===== src/common/abam_pkg.sv =====
// constants for the a-side bus alarm monitor
package abam_pkg;

	// ---------------------------------------------------------------
	// register offsets
	// ---------------------------------------------------------------
	localparam logic [7:0] A_BUS_ALARM_LATCHED_OFF = 8'h22;
	localparam logic [7:0] A_BUS_ALARM_LIVE_OFF    = 8'h23;
	localparam logic [7:0] EXT_CLOCK_H4_LATCHED_OFF = 8'h24;
	localparam logic [7:0] EXT_CLOCK_H4_LIVE_OFF    = 8'h25;
	localparam logic [7:0] B_BUS_ALARM_LATCHED_OFF = 8'h26;

	// ---------------------------------------------------------------
	// field positions
	// ---------------------------------------------------------------
	localparam int DROP_CLOCK_LOSS_BIT     = 7;
	localparam int ADD_CLOCK_LOSS_BIT      = 6;
	localparam int DROP_PARITY_ERROR_BIT   = 5;
	localparam int UPSTREAM_AIS_TRIB1_BIT  = 0;
	localparam int EXTERNAL_CLOCK_LOSS_BIT = 7;
	localparam int MULTIFRAME_LOSS_TRIB1_BIT = 0;

	// ---------------------------------------------------------------
	// reset values and codes
	// ---------------------------------------------------------------
	localparam logic [7:0] STATUS_RESET   = 8'h00;
	localparam logic [7:0] AIS_BYTE       = 8'hff;
	localparam logic [1:0] H4_MISS_LIMIT  = 2'h2;
	localparam logic [2:0] H4_RELOCK_GOOD = 3'h4;

	// ---------------------------------------------------------------
	// timing
	// ---------------------------------------------------------------
	localparam int SYS_CLK_KHZ    = 20000;
	localparam int LOC_TIME_NS    = 1000;
	localparam int LOC_TOL_NS     = 500;
	localparam int LOC_CYCLES     = (LOC_TIME_NS * SYS_CLK_KHZ) / 1000000;
	localparam int LOC_CNT_W      = 6;

	// clock index into the loss-of-clock detector array
	localparam int CLK_DROP = 0;
	localparam int CLK_ADD  = 1;
	localparam int CLK_EXT  = 2;

endpackage


===== src/core/abam_monitor.sv =====
// a-side drop/add bus alarm monitor with live and latched status
// Function
// RULE1: drop clock stuck 1000 ns flags loss
// RULE2: drop timing plus drop loss mutes add
// RULE3: add timing: add clock stuck flags loss
// RULE4: add clock loss mutes add bus outputs
// RULE5: check drop parity every drop clock cycle
// RULE6: parity error only sets status bit
// RULE7: select 0: AIS from H1/H2 per tributary
// RULE8: select 1: AIS from E11/E12/E13 bytes
// RULE9: single-signal format disables AIS 2,3
// RULE10: external clock stuck 1000 ns flags loss
// RULE11: two consecutive H4 mismatches declare loss
// RULE12: H4 phase runs 00,01,10,11 repeating
// RULE13: free run, relock after good sequence
// RULE14: single-signal format disables H4 2,3
// RULE15: H4 loss bits are 1 after reset
// RULE16: latched copy beside each live register
// RULE17: unused status bits read zero
// RULE18: latched bits hold until host read
module abam_monitor #(
	parameter int DATA_W = 8,
	parameter int TRIBS  = 3
) (
	input  wire logic              i_sys_clk,
	input  wire logic              i_reset_n,
	input  wire logic              i_drop_clk,
	input  wire logic              i_add_clk,
	input  wire logic              i_ext_clk,
	input  wire logic [DATA_W-1:0] i_drop_data,
	input  wire logic              i_drop_parity,
	input  wire logic [TRIBS-1:0]  i_ptr_mark,
	input  wire logic [TRIBS-1:0]  i_e1_mark,
	input  wire logic [TRIBS-1:0]  i_h4_mark,
	input  wire logic              i_drop_timing_mode,
	input  wire logic              i_parity_odd,
	input  wire logic              i_ais_source_select,
	input  wire logic              i_h4_detector_select,
	input  wire logic              i_format_single,
	input  wire logic [DATA_W-1:0] i_core_add_data,
	input  wire logic              i_core_add_parity,
	input  wire logic              i_core_add_indicator,
	input  wire logic              i_rd_en,
	input  wire logic [7:0]        i_rd_addr,
	output logic      [7:0]        o_rd_data,
	output logic      [DATA_W-1:0] o_add_data,
	output logic                   o_add_data_oe,
	output logic                   o_add_parity,
	output logic                   o_add_parity_oe,
	output logic                   o_add_indicator
);

	// ---------------------------------------------------------------
	// clock synchronisers and loss-of-clock detectors
	// ---------------------------------------------------------------
	localparam int LOC_CNT_W = abam_pkg::LOC_CNT_W;
	localparam logic [LOC_CNT_W-1:0] LOC_LIMIT = LOC_CNT_W'(abam_pkg::LOC_CYCLES);

	logic [2:0]           clk_s1_q;
	logic [2:0]           clk_s2_q;
	logic [2:0]           clk_s3_q;
	logic [LOC_CNT_W-1:0] loc_cnt_q [3];
	logic [2:0]           loc_q;
	logic [2:0]           clk_edge;
	logic                 drop_rise;

	assign clk_edge  = clk_s2_q ^ clk_s3_q;
	assign drop_rise = clk_s2_q[abam_pkg::CLK_DROP] & ~clk_s3_q[abam_pkg::CLK_DROP];

	always_ff @(posedge i_sys_clk or negedge i_reset_n)
	begin
		if (!i_reset_n)
		begin
			clk_s1_q <= 3'h0;
			clk_s2_q <= 3'h0;
			clk_s3_q <= 3'h0;
		end
		else
		begin
			clk_s1_q <= {i_ext_clk, i_add_clk, i_drop_clk};
			clk_s2_q <= clk_s1_q;
			clk_s3_q <= clk_s2_q;
		end
	end

	// stuck high or low for the limit raises loss; any edge clears it
	always_ff @(posedge i_sys_clk or negedge i_reset_n)
	begin
		if (!i_reset_n)
		begin
			for (int i = 0; i < 3; i++)
				loc_cnt_q[i] <= '0;
			loc_q <= 3'h0;
		end
		else
		begin
			for (int i = 0; i < 3; i++)
			begin
				if (clk_edge[i])
				begin
					loc_cnt_q[i] <= '0;
					loc_q[i]     <= 1'b0; // RULE1 RULE3 RULE10
				end
				else if (loc_cnt_q[i] == LOC_LIMIT - 1'b1)
				begin
					loc_cnt_q[i] <= LOC_LIMIT;
					loc_q[i]     <= 1'b1; // RULE1 RULE3 RULE10
				end
				else if (loc_cnt_q[i] != LOC_LIMIT)
					loc_cnt_q[i] <= loc_cnt_q[i] + 1'b1;
			end
		end
	end

	logic drop_loss;
	logic add_loss;
	logic ext_loss;

	assign drop_loss = loc_q[abam_pkg::CLK_DROP]; // RULE1
	assign add_loss  = loc_q[abam_pkg::CLK_ADD] & ~i_drop_timing_mode; // RULE3
	assign ext_loss  = loc_q[abam_pkg::CLK_EXT]; // RULE10

	// ---------------------------------------------------------------
	// drop bus sampling
	// ---------------------------------------------------------------
	localparam int BUS_W = DATA_W + 1 + 3 * TRIBS;

	logic [BUS_W-1:0]  bus_s1_q;
	logic [BUS_W-1:0]  bus_s2_q;
	logic [DATA_W-1:0] rx_data;
	logic              rx_parity;
	logic [TRIBS-1:0]  rx_ptr;
	logic [TRIBS-1:0]  rx_e1;
	logic [TRIBS-1:0]  rx_h4;

	always_ff @(posedge i_sys_clk or negedge i_reset_n)
	begin
		if (!i_reset_n)
		begin
			bus_s1_q <= '0;
			bus_s2_q <= '0;
		end
		else
		begin
			bus_s1_q <= {i_h4_mark, i_e1_mark, i_ptr_mark, i_drop_parity, i_drop_data};
			bus_s2_q <= bus_s1_q;
		end
	end

	assign {rx_h4, rx_e1, rx_ptr, rx_parity, rx_data} = bus_s2_q;

	// ---------------------------------------------------------------
	// parity check, status only
	// ---------------------------------------------------------------
	logic parity_err_q;

	always_ff @(posedge i_sys_clk or negedge i_reset_n)
	begin
		if (!i_reset_n)
			parity_err_q <= 1'b0;
		else if (drop_rise)
			parity_err_q <= (^{rx_data, rx_parity}) != i_parity_odd; // RULE5 RULE6
	end

	// ---------------------------------------------------------------
	// upstream ais per tributary
	// ---------------------------------------------------------------
	logic [TRIBS-1:0] ais_q;
	logic [TRIBS-1:0] ais_mark;
	logic [TRIBS-1:0] trib_enable;

	assign ais_mark = i_ais_source_select ? rx_e1 : rx_ptr; // RULE7 RULE8
	// tributaries above the first are off in the single-signal formats
	assign trib_enable = i_format_single ? TRIBS'(1) : {TRIBS{1'b1}}; // RULE9 RULE14

	always_ff @(posedge i_sys_clk or negedge i_reset_n)
	begin
		if (!i_reset_n)
			ais_q <= '0;
		else
		begin
			for (int t = 0; t < TRIBS; t++)
			begin
				if (!trib_enable[t])
					ais_q[t] <= 1'b0; // RULE9
				else if (drop_rise && ais_mark[t])
					ais_q[t] <= rx_data == abam_pkg::AIS_BYTE; // RULE7 RULE8
			end
		end
	end

	// ---------------------------------------------------------------
	// h4 multiframe detectors
	// ---------------------------------------------------------------
	logic [1:0]       mf_cnt_q  [TRIBS];
	logic [1:0]       mf_miss_q [TRIBS];
	logic [2:0]       mf_good_q [TRIBS];
	logic [TRIBS-1:0] mf_loss_q;
	logic [TRIBS-1:0] mf_report;

	always_ff @(posedge i_sys_clk or negedge i_reset_n)
	begin
		if (!i_reset_n)
		begin
			for (int t = 0; t < TRIBS; t++)
			begin
				mf_cnt_q[t]  <= 2'h0;
				mf_miss_q[t] <= 2'h0;
				mf_good_q[t] <= 3'h0;
			end
			mf_loss_q <= {TRIBS{1'b1}}; // RULE15
		end
		else
		begin
			for (int t = 0; t < TRIBS; t++)
			begin
				if (drop_rise && rx_h4[t])
				begin
					// counter advances 00,01,10,11 every multiframe
					mf_cnt_q[t] <= mf_cnt_q[t] + 2'h1; // RULE12 RULE13
					if (!mf_loss_q[t])
					begin
						if (rx_data[1:0] != mf_cnt_q[t] + 2'h1)
						begin
							mf_miss_q[t] <= mf_miss_q[t] + 2'h1;
							if (mf_miss_q[t] + 2'h1 == abam_pkg::H4_MISS_LIMIT)
							begin
								mf_loss_q[t] <= 1'b1; // RULE11
								mf_good_q[t] <= 3'h0;
								mf_miss_q[t] <= 2'h0;
							end
						end
						else
							mf_miss_q[t] <= 2'h0; // RULE11
					end
					else if (rx_data[1:0] == mf_cnt_q[t] + 2'h1)
					begin
						mf_good_q[t] <= mf_good_q[t] + 3'h1;
						if (mf_good_q[t] + 3'h1 == abam_pkg::H4_RELOCK_GOOD)
						begin
							mf_loss_q[t] <= 1'b0; // RULE13
							mf_good_q[t] <= 3'h0;
						end
					end
					else
					begin
						// take the received phase and start counting again
						mf_cnt_q[t]  <= rx_data[1:0]; // RULE13
						mf_good_q[t] <= 3'h1;
					end
				end
			end
		end
	end

	assign mf_report = mf_loss_q & trib_enable & {TRIBS{~i_h4_detector_select}}; // RULE11 RULE14

	// ---------------------------------------------------------------
	// live and latched status registers
	// ---------------------------------------------------------------
	logic [7:0] a_live;
	logic [7:0] ext_live;
	logic [7:0] a_latched_q;
	logic [7:0] ext_latched_q;
	logic       clr_a;
	logic       clr_ext;

	always_comb
	begin
		a_live = abam_pkg::STATUS_RESET; // RULE17
		a_live[abam_pkg::DROP_CLOCK_LOSS_BIT]   = drop_loss;
		a_live[abam_pkg::ADD_CLOCK_LOSS_BIT]    = add_loss;
		a_live[abam_pkg::DROP_PARITY_ERROR_BIT] = parity_err_q; // RULE5
		a_live[abam_pkg::UPSTREAM_AIS_TRIB1_BIT +: TRIBS] = ais_q;
		ext_live = abam_pkg::STATUS_RESET; // RULE17
		ext_live[abam_pkg::EXTERNAL_CLOCK_LOSS_BIT] = ext_loss;
		ext_live[abam_pkg::MULTIFRAME_LOSS_TRIB1_BIT +: TRIBS] = mf_report;
	end

	assign clr_a   = i_rd_en && (i_rd_addr == abam_pkg::A_BUS_ALARM_LATCHED_OFF);
	assign clr_ext = i_rd_en && (i_rd_addr == abam_pkg::EXT_CLOCK_H4_LATCHED_OFF);

	// a live alarm in the read cycle survives the clear
	always_ff @(posedge i_sys_clk or negedge i_reset_n)
	begin
		if (!i_reset_n)
		begin
			a_latched_q   <= abam_pkg::STATUS_RESET;
			ext_latched_q <= abam_pkg::STATUS_RESET;
		end
		else
		begin
			a_latched_q   <= (clr_a ? 8'h00 : a_latched_q) | a_live; // RULE16 RULE18
			ext_latched_q <= (clr_ext ? 8'h00 : ext_latched_q) | ext_live; // RULE16 RULE18
		end
	end

	// ---------------------------------------------------------------
	// host read port
	// ---------------------------------------------------------------
	always_ff @(posedge i_sys_clk or negedge i_reset_n)
	begin
		if (!i_reset_n)
			o_rd_data <= 8'h00;
		else if (i_rd_en)
		begin
			case (i_rd_addr)
				abam_pkg::A_BUS_ALARM_LATCHED_OFF:  o_rd_data <= a_latched_q;
				abam_pkg::A_BUS_ALARM_LIVE_OFF:     o_rd_data <= a_live;
				abam_pkg::EXT_CLOCK_H4_LATCHED_OFF: o_rd_data <= ext_latched_q;
				abam_pkg::EXT_CLOCK_H4_LIVE_OFF:    o_rd_data <= ext_live;
				default:                            o_rd_data <= 8'h00; // RULE17
			endcase
		end
	end

	// ---------------------------------------------------------------
	// add bus output gating
	// ---------------------------------------------------------------
	logic add_mute;

	assign add_mute = (i_drop_timing_mode & drop_loss) | add_loss; // RULE2 RULE4

	always_ff @(posedge i_sys_clk or negedge i_reset_n)
	begin
		if (!i_reset_n)
		begin
			o_add_data      <= '0;
			o_add_data_oe   <= 1'b0;
			o_add_parity    <= 1'b0;
			o_add_parity_oe <= 1'b0;
			o_add_indicator <= 1'b0;
		end
		else
		begin
			o_add_data      <= i_core_add_data;
			o_add_parity    <= i_core_add_parity;
			o_add_data_oe   <= ~add_mute; // RULE2 RULE4
			o_add_parity_oe <= ~add_mute; // RULE2 RULE4
			o_add_indicator <= i_core_add_indicator & ~add_mute; // RULE2 RULE4
		end
	end

endmodule


===== config.mk =====
export PLATFORM = sky130hd
export DESIGN_NAME = abam_monitor
export DESIGN_NICKNAME = d
export VERILOG_FILES = /design/src/common/abam_pkg.sv /design/src/core/abam_monitor.sv
export SDC_FILE = /design/constraint.sdc
export NUM_CORES = 1
export LEC_CHECK = 0
export BUFFER_PORTS_ARGS = -buffer_cell sky130_fd_sc_hd__buf_2
export CORE_MARGIN = 4
export CORE_UTILIZATION = 30
export DETAILED_ROUTE_END_ITERATION = 8
export GPL_TIMING_DRIVEN = 1
export SETUP_SLACK_MARGIN = 0.05
export SYNTH_ARGS = -nofsm -noshare
export SYNTH_HDL_FRONTEND = slang
export SYNTH_SLANG_ARGS = --single-unit

===== constraint.sdc =====
create_clock -name i_sys_clk -period 2.08 [get_ports i_sys_clk]
set_input_delay 0.624 -clock i_sys_clk [delete_from_list [all_inputs] [get_ports i_sys_clk]]
set_output_delay 0.624 -clock i_sys_clk [all_outputs]
set_load 0.02 [all_outputs]

---- Word level (Yosys, flattened, before mapping) ----
Index checks and enable logic that the tools add are counted.
word-level totals
  register bits ........................... 129
  output and inout bits ................... 20
  input port bits ......................... 47
cells by class
  multiplexer cells ....................... 68
  reduce and logical (&&, ||, !) cells .... 27
  $add $sub $neg .......................... 12
  bitwise gates (word level) .............. 17
  equal/unequal tests ..................... 27
operators by type and width
  cell                                                              count
  6-bit 2-to-1 mux                                                  9
  3-bit 2-to-1 mux                                                  17
  8-bit by 6-bit == test with 1-bit output (second input constant)  4
  8-bit case mux with 4 select lines                                1
  1-bit 2-to-1 mux                                                  27
  2-bit 2-to-1 mux                                                  12
  6-bit by 1-bit adder with 6-bit output (second input constant)    3
  6-bit by 5-bit == test with 1-bit output (second input constant)  3
  6-bit by 5-bit != test with 1-bit output (second input constant)  3
  2-bit nonzero test                                                9
  8-bit 2-to-1 mux                                                  2
  8-bit OR                                                          2
  2-bit by 1-bit adder with 2-bit output (second input constant)    6
  3-bit by 1-bit adder with 3-bit output (second input constant)    3
  3-bit == test (second input constant)                             3
  3-bit AND reduction                                               3
  3-bit nonzero test                                                3
  9-bit XOR reduction                                               1
  8-bit == test (second input constant)                             1
  1-bit logical AND                                                 8
  1-bit inverter                                                    7
  3-bit AND                                                         2
  2-bit == test                                                     3
  2-bit == test (second input constant)                             3
  other kinds (7)                                                   16

---- Longest topological paths before layout ----
Gate-level depths: netlist of the first run.
  depth in word-level cells ............... 5
  mapped depth ............................ 8

---- Worst setup path before layout of the first run ----
Ideal clock, no wire load.
  path kind ............................... input port to flip-flop
  from .................................... input i_rd_addr[4]
  to ...................................... register a_latched_q[0]
  library setup time ...................... 0.118 ns
  setup slack ............................. 0.185 ns
  stages .................................. 5
  buffers on the path ..................... 1
  data arrival time ....................... 1.777 ns
  cell sequence ........................... nor4b_4 -> nand2_2 -> or4_4 -> buf_6 -> a21o_1
between the ends
  longest elaborated chain between the ends .. 4
ends and longest elaborated chain
  item                                      RTL line             text
  start, declared                           abam_monitor.sv:44   input wire logic [7:0] i_rd_addr,
  8-bit by 6-bit == test with 1-bit output  abam_monitor.sv:280  assign clr_a = i_rd_en && (i_rd_addr == abam_pkg::A_BUS_ALARM_LATCHED_OFF);
  1-bit logical AND                         abam_monitor.sv:280
  8-bit 2-to-1 mux                          abam_monitor.sv:293  a_latched_q <= (clr_a ? 8'h00 : a_latched_q) | a_live;
  8-bit OR                                  abam_monitor.sv:293
  end signal, assigned                      abam_monitor.sv:288  a_latched_q <= abam_pkg::STATUS_RESET;
  end signal, assigned                      abam_monitor.sv:293
  end, declared                             abam_monitor.sv:263  logic [7:0] a_latched_q;
Every way passes these cells.
A chain may end at the register's enable or synchronous reset.

---- Worst setup path after layout of the first run ----
  from .................................... register bus_s2_q[1]
  to ...................................... register mf_good_q[6] (netlist name)
between the ends
  longest elaborated chain between the ends .. 3
  elaborated cells between the ends (all ways) .. 6
  classes of those cells .................. eq/ne (2); mux (2); reduce/logical (2)
ends and longest elaborated chain
  item                                                                      RTL line                                  text
  start, declared                                                           abam_monitor.sv:129                       logic [BUS_W-1:0] bus_s2_q;
  start signal, assigned                                                    abam_monitor.sv:146                       bus_s2_q <= bus_s1_q;
  2-bit != test / 2-bit == test (equally long branches)                     abam_monitor.sv:223, abam_monitor.sv:236
  2-bit nonzero test (no line) / 3-bit 2-to-1 mux (equally long branches)   -
  3-bit AND reduction (no line) / 3-bit 2-to-1 mux (equally long branches)  -
  end signal, assigned by index                                             abam_monitor.sv:238                       mf_good_q[t] <= mf_good_q[t] + 3'h1;
  end, declared                                                             abam_monitor.sv:197                       logic [2:0] mf_good_q [TRIBS];
Parallel ways exist; a longest one is shown, timed or not.

==> results of run 1 <==
==> power by group through the flow <==
stage          Sequential, W  Combinational, W  Clock (W)
6_report             0.00268          0.000658    0.00273
3_5_place_dp         0.00272          0.000664          0
3_3_place_gp         0.00271          0.000633          0
4_1_cts              0.00268          0.000671    0.00281
2_1_floorplan        0.00269          0.000439          0
5_1_grt              0.00271          0.000749    0.00291
==> cell type report <==
cell class,instances,area (um^2),share of cell area
clock inverter,6,66.3,0.0106
timing repair buffer,76,425,0.0680
sequential,121,3030,0.485
inverter,25,93.8,0.0150
tap,220,275,0.0440
clock buffer,24,492,0.0786
multi-input combinational,269,1870,0.299
==> routing by layer <==
layer / wire, um / part of all wire / vias to the layer above / GRT usage
met1: 4350 / 0.44 / 1659 / 0.135
met4: 216 / 0.022 / 0 / 0.0473
met2: 4760 / 0.49 / 82 / 0.180
met5: 0 / 0 / - / 0
li1: - / - / 1645 / -
met3: 457 / 0.047 / 19 / 0.0401
==> per-stage QoR <==
stage	instance area (um^2)	setup WS, ps	power (W)
finish	6260	340	0.00607
detailed placement	5700	17.2	0.00339
CTS	6260	337	0.00616
floorplan	5070	185	0.00313
global route	6260	246	0.00637
global placement	5700	39.6	0.00334
==> registers in the layout, summed over array words and instances (netlist names) <==
register,count
bus_s1_q,18
bus_s2_q,18
loc_cnt_q,18
mf_good_q,9
o_add_data,8
a_latched_q,6
mf_cnt_q,6
mf_miss_q,6
o_rd_data,6
ext_latched_q,4
ais_q,3
clk_s1_q,3
clk_s2_q,3
clk_s3_q,3
loc_q,3
mf_loss_q,3
o_add_indicator,1
o_add_parity,1
o_add_parity_oe,1
parity_err_q,1
==> worst min-delay path by stage <==
stage / start / endpoint / slack, ps
6_report: i_reset_n / o_rd_data[2] / 140
5_1_grt: i_reset_n / o_rd_data[2] / 140
4_1_cts: i_reset_n / o_rd_data[2] / 140
3_5_place_dp: bus_s1_q[8] / bus_s2_q[8] / 330
3_3_place_gp: clk_s1_q[1] / clk_s2_q[1] / 330
2_1_floorplan: i_reset_n / a_latched_q[0] / 330
==> cells by family after synthesis <==
kind of cell	count (synthesis)	synth area share
DFF	121	0.598
adders and majority gates	16	0.0395
buffers and inverters	39	0.0333
AOI/OAI and AO/OA	77	0.107
muxes	18	0.0383
and+or+nand+nor	130	0.136
other	1	0.000740
xor gates and xnor gates	26	0.0476
==> cell usage in the layout (no fill, tap or decap), types with 3 or more instances in the layout <==
cell type     n
dfrtp_1     118
buf_2        63
nor2_1       35
nand2_1      25
inv_1        24
clkbuf_16    17
ha_1         16
o21ai_1      14
nand3_1      14
xnor2_1      13
xor2_1       12
buf_4        12
nand2b_1     11
a21oi_1      10
nand4_1       9
mux2i_1       9
a21o_1        8
nor2b_1       7
nor3b_1       6
o21ai_0       6
o31a_1        6
o211ai_1      6
a22o_1        5
and2_1        5
mux2_1        5
a32oi_1       4
nor3_1        4
clkbuf_8      4
nand3b_1      3
and3_1        3
mux2_2        3
o221a_1       3
a211oi_1      3
clkbuf_1      3
clkinvlp_4    3
dfstp_2       3
==> metrics.csv, run 1 <==
stage,metric,value,unit
finish,Area Overhead vs Synth,23.4,%
clock_network,htree depth,4,
power,clock share of power,0.449,
finish,share of cells above drive strength 1,0.226,
clock_network,CTS buffer count,17,
placed_design,global placement routability congestion,0.877,
power,switching share of power,0.243,
synth,Yosys cell types,54,
sta,Setup Skew,8.60,ps
clock_network,Post-CTS Setup Inserts,0,
power,VDD IR-drop max,822,uV
setup_path,endpoint of the lowest-slack register-to-register path,mf_good_q[6],
clock_network,Root Driver,clkbuf_16,
synth,Mapped Area,0.00507,mm^2
setup_path,reg2reg path depth,4,
synth,register area share after synthesis,0.598,
global_route,pin count of the biggest net entering global routing,48,
routing,Post-DRT Antenna Nets,0,
die,Initial Utilization,0.306,
setup_path,Crit path largest cell delay,510,ps
synth,async set or reset register ratio after synthesis,1.00,
setup_path,Worst Path Required,2420,ps
setup_path,CP Class,reg2reg,
clock_network,Sink Count,121,
global_route,Overflow after GRT,0,
synth,share of the synthesized area in the top cell type,0.582,
die,Die H,138,um
global_route,Total GRT Usage,0.111,
placed_design,post-DP HPWL,7190,um
sta,ratio of final minimum period to clock period,0.837,
sta,"Hold Vio Cnt, Final",0,
routing,Post-Route WL,9790,um
synth,#FFs+latches synth,121,
setup_path,Crit-path slowest cell,dfrtp_1,
synth,commonest cells in the netlist,"dfrtp_1 (118), nor2_1 (35), nand2_1 (25)",
synth,most numerous cell in the Yosys netlist,dfrtp_1,
die,die width,138,um
sta,Setup Viol. Count Final,0,
power,Psw,0.00148,W
global_route,initial antenna violation count,0,
routing,DRT Pass-1 Iters,4,
clock_network,CTS resizes,0,
power,Power Density,970,mW/mm^2
clock_network,clk buf depth,2,
power,Comb pwr share,0.108,
sta,RSZ-0062 raised after global routing,false,
clock_network,CTS clock-pin slew for the worst setup and hold paths,60,ps
sta,max-slew violation count,0,
placed_design,input/output buffers,64,
setup_path,crit path from,bus_s2_q[1],
synth,Yosys top cell by area,dfrtp_1,
synth,Ys Warns,0,
sta,Fmax,575,MHz
routing,DR DRC count,0,
job,Max Cap Violations,0,
synth,"Top FF cell, synth",dfrtp_1,
setup_path,crit path to,mf_good_q[6],
clock_network,clk_lat worst skew,410,ps
finish,post-route insts no fill,741,
die,die area,0.0190,mm^2
run_status,status,completed,
sta,final setup TNS,0,ps
setup_path,CP Launch Type,flop,
synth,cells taking the most area after synthesis,"dfrtp_1 (58%), ha_1 (3.9%), nor2_1 (2.6%)",
setup_path,worst path bufs/invs,0,
setup_path,Worst R2R Start,bus_s2_q[1],
global_route,first-pass GRT wire length,17200,um
synth,Post-synth EDFFs,0,
finish,Antenna Cells,0,
finish,# nets final,573,
global_route,number of global-route vias before repair,3593,
setup_path,cell family with most CP delay,flip-flops,
finish,Fillers,1642,
sta,WHS,142,ps
power,P_int,0.00459,W
placed_design,Cells after DPL,711,
setup_path,largest fanout on the critical path,9,
setup_path,number of cells on the critical path,4,
clock_network,hold_buf cts,0,
worst_hold_path,hold crit path type,in2async,
die,row cnt,47,
sta,fin crit period,1740,ps
setup_path,R2R setup slack,340,ps
power,Pleak,2.91,nW
die,I/O pin cnt,67,
routing,Vias per Instance,4.60,
setup_path,CP arrival,2080,ps
routing,routed vias,3405,
setup_path,Critical Path Sink Type,flop,
setup_path,CP Cell Sequence,xnor2_1 > mux2i_2 > o31a_1 > o221a_1,
synth,syn avg cell area,11.8,um^2
die,Core Region,0.0166,mm^2
power,sequential share of power,0.442,
finish,final design utilization,0.377,
routing,drt wl/cell,13.2,um
routing,number of DRC markers in iteration 0,201,
clock_network,CTS tree,done,
synth,Post-Syn Instances,428,
Power figures use the tool's default switching activity.
==> run 2, diff against run 1 <==
==> constraint.sdc (replaced) <==
create_clock -name i_sys_clk -period 1.5 [get_ports i_sys_clk]
set_input_delay 0.45 -clock i_sys_clk [delete_from_list [all_inputs] [get_ports i_sys_clk]]
set_output_delay 0.45 -clock i_sys_clk [all_outputs]
set_load 0.02 [all_outputs]
==> metrics.csv, run 2 (synthesis results as in run 1) <==
stage,metric,value,unit,change
run_status,status,finished with violations,,was completed
run_status,failing checks,setup timing,,
power,VDD IR-drop max,879,uV,was 822 uV
clock_network,clk buf depth,2,,unchanged
die,Core Region,0.0166,mm^2,unchanged
finish,FF/Latch Area,0.00303,mm^2,about the same
setup_path,Crit-path slowest cell,dfrtp_2,,was dfrtp_1
placed_design,global placement routability congestion,0.828,,was 0.877
sta,Setup Viol. Count Final,1,,was 0
setup_path,largest fanout on the critical path,4,,was 9
worst_hold_path,hold crit path type,in2reg,,was in2async
sta,max-slew violation count,0,,unchanged
sta,post-route setup slack,-41.7,ps,was 340 ps
power,switching share of power,0.264,,was 0.243
sta,"Hold Vio Cnt, Final",0,,unchanged
power,Comb pwr share,0.133,,was 0.108
setup_path,Critical Path Sink Type,flop,,unchanged
job,Max Cap Violations,0,,unchanged
global_route,GRT busiest layer,met2,,unchanged
finish,Antenna Cells,0,,unchanged
die,Initial Utilization,0.306,,unchanged
clock_network,Root Driver,clkbuf_16,,unchanged
global_route,initial antenna violation count,2,,was 0
power,clock share of power,0.428,,was 0.449
routing,Post-Route WL,10200,um,was 9790 um
finish,"commonest non-fill, non-tap cell in the layout",dfrtp_1,,unchanged
finish,# nets final,605,,was 573
finish,final design utilization,0.404,,was 0.377
setup_path,CP arrival,1830,ps,was 2080 ps
die,I/O pin cnt,67,,unchanged
routing,drt wl/cell,13.1,um,was 13.2 um
sta,ratio of final minimum period to clock period,1.03,,was 0.837
placed_design,post-DP HPWL,7400,um,was 7190 um
clock_network,clk_lat worst skew,410,ps,about the same
global_route,M2 GR Usage,0.185,,was 0.180
routing,Post-DRT Antenna Nets,0,,unchanged
routing,Vias per Instance,4.59,,was 4.60
die,row cnt,47,,unchanged
finish,final instance area,0.00670,mm^2,was 0.00626 mm^2
clock_network,Sink Count,121,,unchanged
power,Pleak,3.12,nW,was 2.91 nW
power,Power Density,1270,mW/mm^2,was 970 mW/mm^2
clock_network,htree depth,4,,unchanged
finish,Top Registers,"bus_s1_q (18), bus_s2_q (18), loc_cnt_q (18)",,unchanged
sta,fin crit period,1540,ps,was 1740 ps
placed_design,Place WS,-397,ps,was 17.2 ps
sta,RSZ-0062 raised after global routing,true,,was false
routing,number of DRC markers in iteration 0,158,,was 201
clock_network,CTS buffer count,17,,unchanged
finish,share of cells above drive strength 1,0.312,,was 0.226
clock_network,CTS tree,done,,unchanged
power,Pwr Total,0.00848,W,was 0.00607 W
finish,multi-input combinational cell area,0.00201,mm^2,was 0.00187 mm^2
setup_path,Crit path largest cell delay,470,ps,was 510 ps
setup_path,CP Cell Sequence,xor2_2 > mux2i_2 > buf_4 > o31a_1 > o221a_1,,was xnor2_1 > mux2i_2 > o31a_1 > o221a_1
clock_network,CTS clock-pin slew for the worst setup and hold paths,60,ps,about the same
power,Psw,0.00224,W,was 0.00148 W
power,sequential share of power,0.438,,was 0.442
sta,Setup Skew,9.47,ps,was 8.60 ps
global_route,number of global-route vias before repair,3747,,was 3593
die,Die H,138,um,unchanged
global_route,pin count of the biggest net entering global routing,32,,was 48
setup_path,worst path bufs/invs,1,,was 0
routing,DR DRC count,0,,unchanged
finish,"commonest non-fill, non-tap cells in the layout","dfrtp_1 (117), buf_2 (59), buf_4 (37)",,"was dfrtp_1 (118), buf_2 (63), nor2_1 (35)"
setup_path,CP Launch Type,flop,,unchanged
global_route,met3 GRT Util,0.0407,,was 0.0401
placed_design,Area after DPL,0.00594,mm^2,was 0.00570 mm^2
setup_path,cell family with most CP delay,flip-flops,,unchanged
global_route,Overflow after GRT,0,,unchanged
global_route,Total GRT Usage,0.111,,about the same
finish,Fillers,1598,,was 1642
die,die area,0.0190,mm^2,unchanged
sta,Fmax,649,MHz,was 575 MHz
routing,routed vias,3561,,was 3405
power,P_int,0.00625,W,was 0.00459 W
global_route,first-pass GRT wire length,17400,um,was 17200 um
placed_design,input/output buffers,64,,unchanged
sta,final setup TNS,-41.7,ps,was 0 ps
setup_path,CP Class,reg2reg,,unchanged
routing,DRT Pass-1 Iters,4,,unchanged
global_route,met1 GRT Util,0.133,,was 0.135
setup_path,Worst Path Required,1790,ps,was 2420 ps
finish,Area Overhead vs Synth,32.2,%,was 23.4%
die,die width,138,um,unchanged
-- run 2: changes by cell type in the layout (fill, tap and decap cells not counted), sizes merged --
cell / change
buf: +31
clkbuf: -5
clkinv: +5
inv: +2
bufinv: -1
clkinvlp: +1
dlygate4sd3: +1
-- run 2: path summary, 6_finish.rpt --
| path | from | cells after the start | slack, ps | endpoint |
|---|---|---|---|---|
| max | bus_s2_q[1] | 5 | -40 | mf_good_q[0] |
| min | i_core_add_data[1] | 1 | 140 | o_add_data[1] |
| max reg2reg | bus_s2_q[1] | 5 | -40 | mf_good_q[0] |
| min reg2reg | bus_s1_q[15] | 0 | 340 | bus_s2_q[15] |
| max in group asynchronous | i_reset_n | 3 | 480 | bus_s2_q[1] |
| min in group asynchronous | i_reset_n | 2 | 520 | parity_err_q |
-- run 2: final cells by class --
class | instances | share of cell area
clock buffer | 19 | 0.0661
clock inverter | 13 | 0.0146
inverter | 25 | 0.0140
multi-input combinational | 269 | 0.299
sequential | 121 | 0.452
tap | 220 | 0.0411
timing repair buffer | 108 | 0.113
-- run 2: worst reg2reg max path: stages, from the launching register on --
cell,delay [ps]
dfrtp_2,470
xor2_2,200
mux2i_2,170
buf_4,140
o31a_1,230
o221a_1,210
-- run 2: power groups by stage --
stage / registers [W] / clock network (W) / logic [W]
floorplan: 0.00373 / 0 / 0.000644
detailed placement: 0.00377 / 0 / 0.00105
global route: 0.00375 / 0.00393 / 0.00127
global placement: 0.00375 / 0 / 0.000984
CTS: 0.00372 / 0.00374 / 0.00108
finish: 0.00372 / 0.00363 / 0.00113
-- run 2: repair_timing --
| item | CTS | global route |
|---|---|---|
| endpoints found under the setup margin | 18 | 33 |
| endpoints found under the hold margin | 18 | 0 |
| pin swaps | 8 | 9 |
| buffers inserted | 2 | 8 |
| hold buffers | 1 | 0 |
| gates resized for setup | 7 | 25 |
-- run 2: metal layers --
layer	vias up	routed length, um
li1	1726	-
met1	1723	4430
met2	88	5020
met3	20	552
met4	4	140
met5	-	27
-- run 2: stage by stage --
step	hold WS, ps	cells
global placement	333	732
detailed placement	335	732
global route	120	775
finish	138	775
CTS	125	767
floorplan	154	429
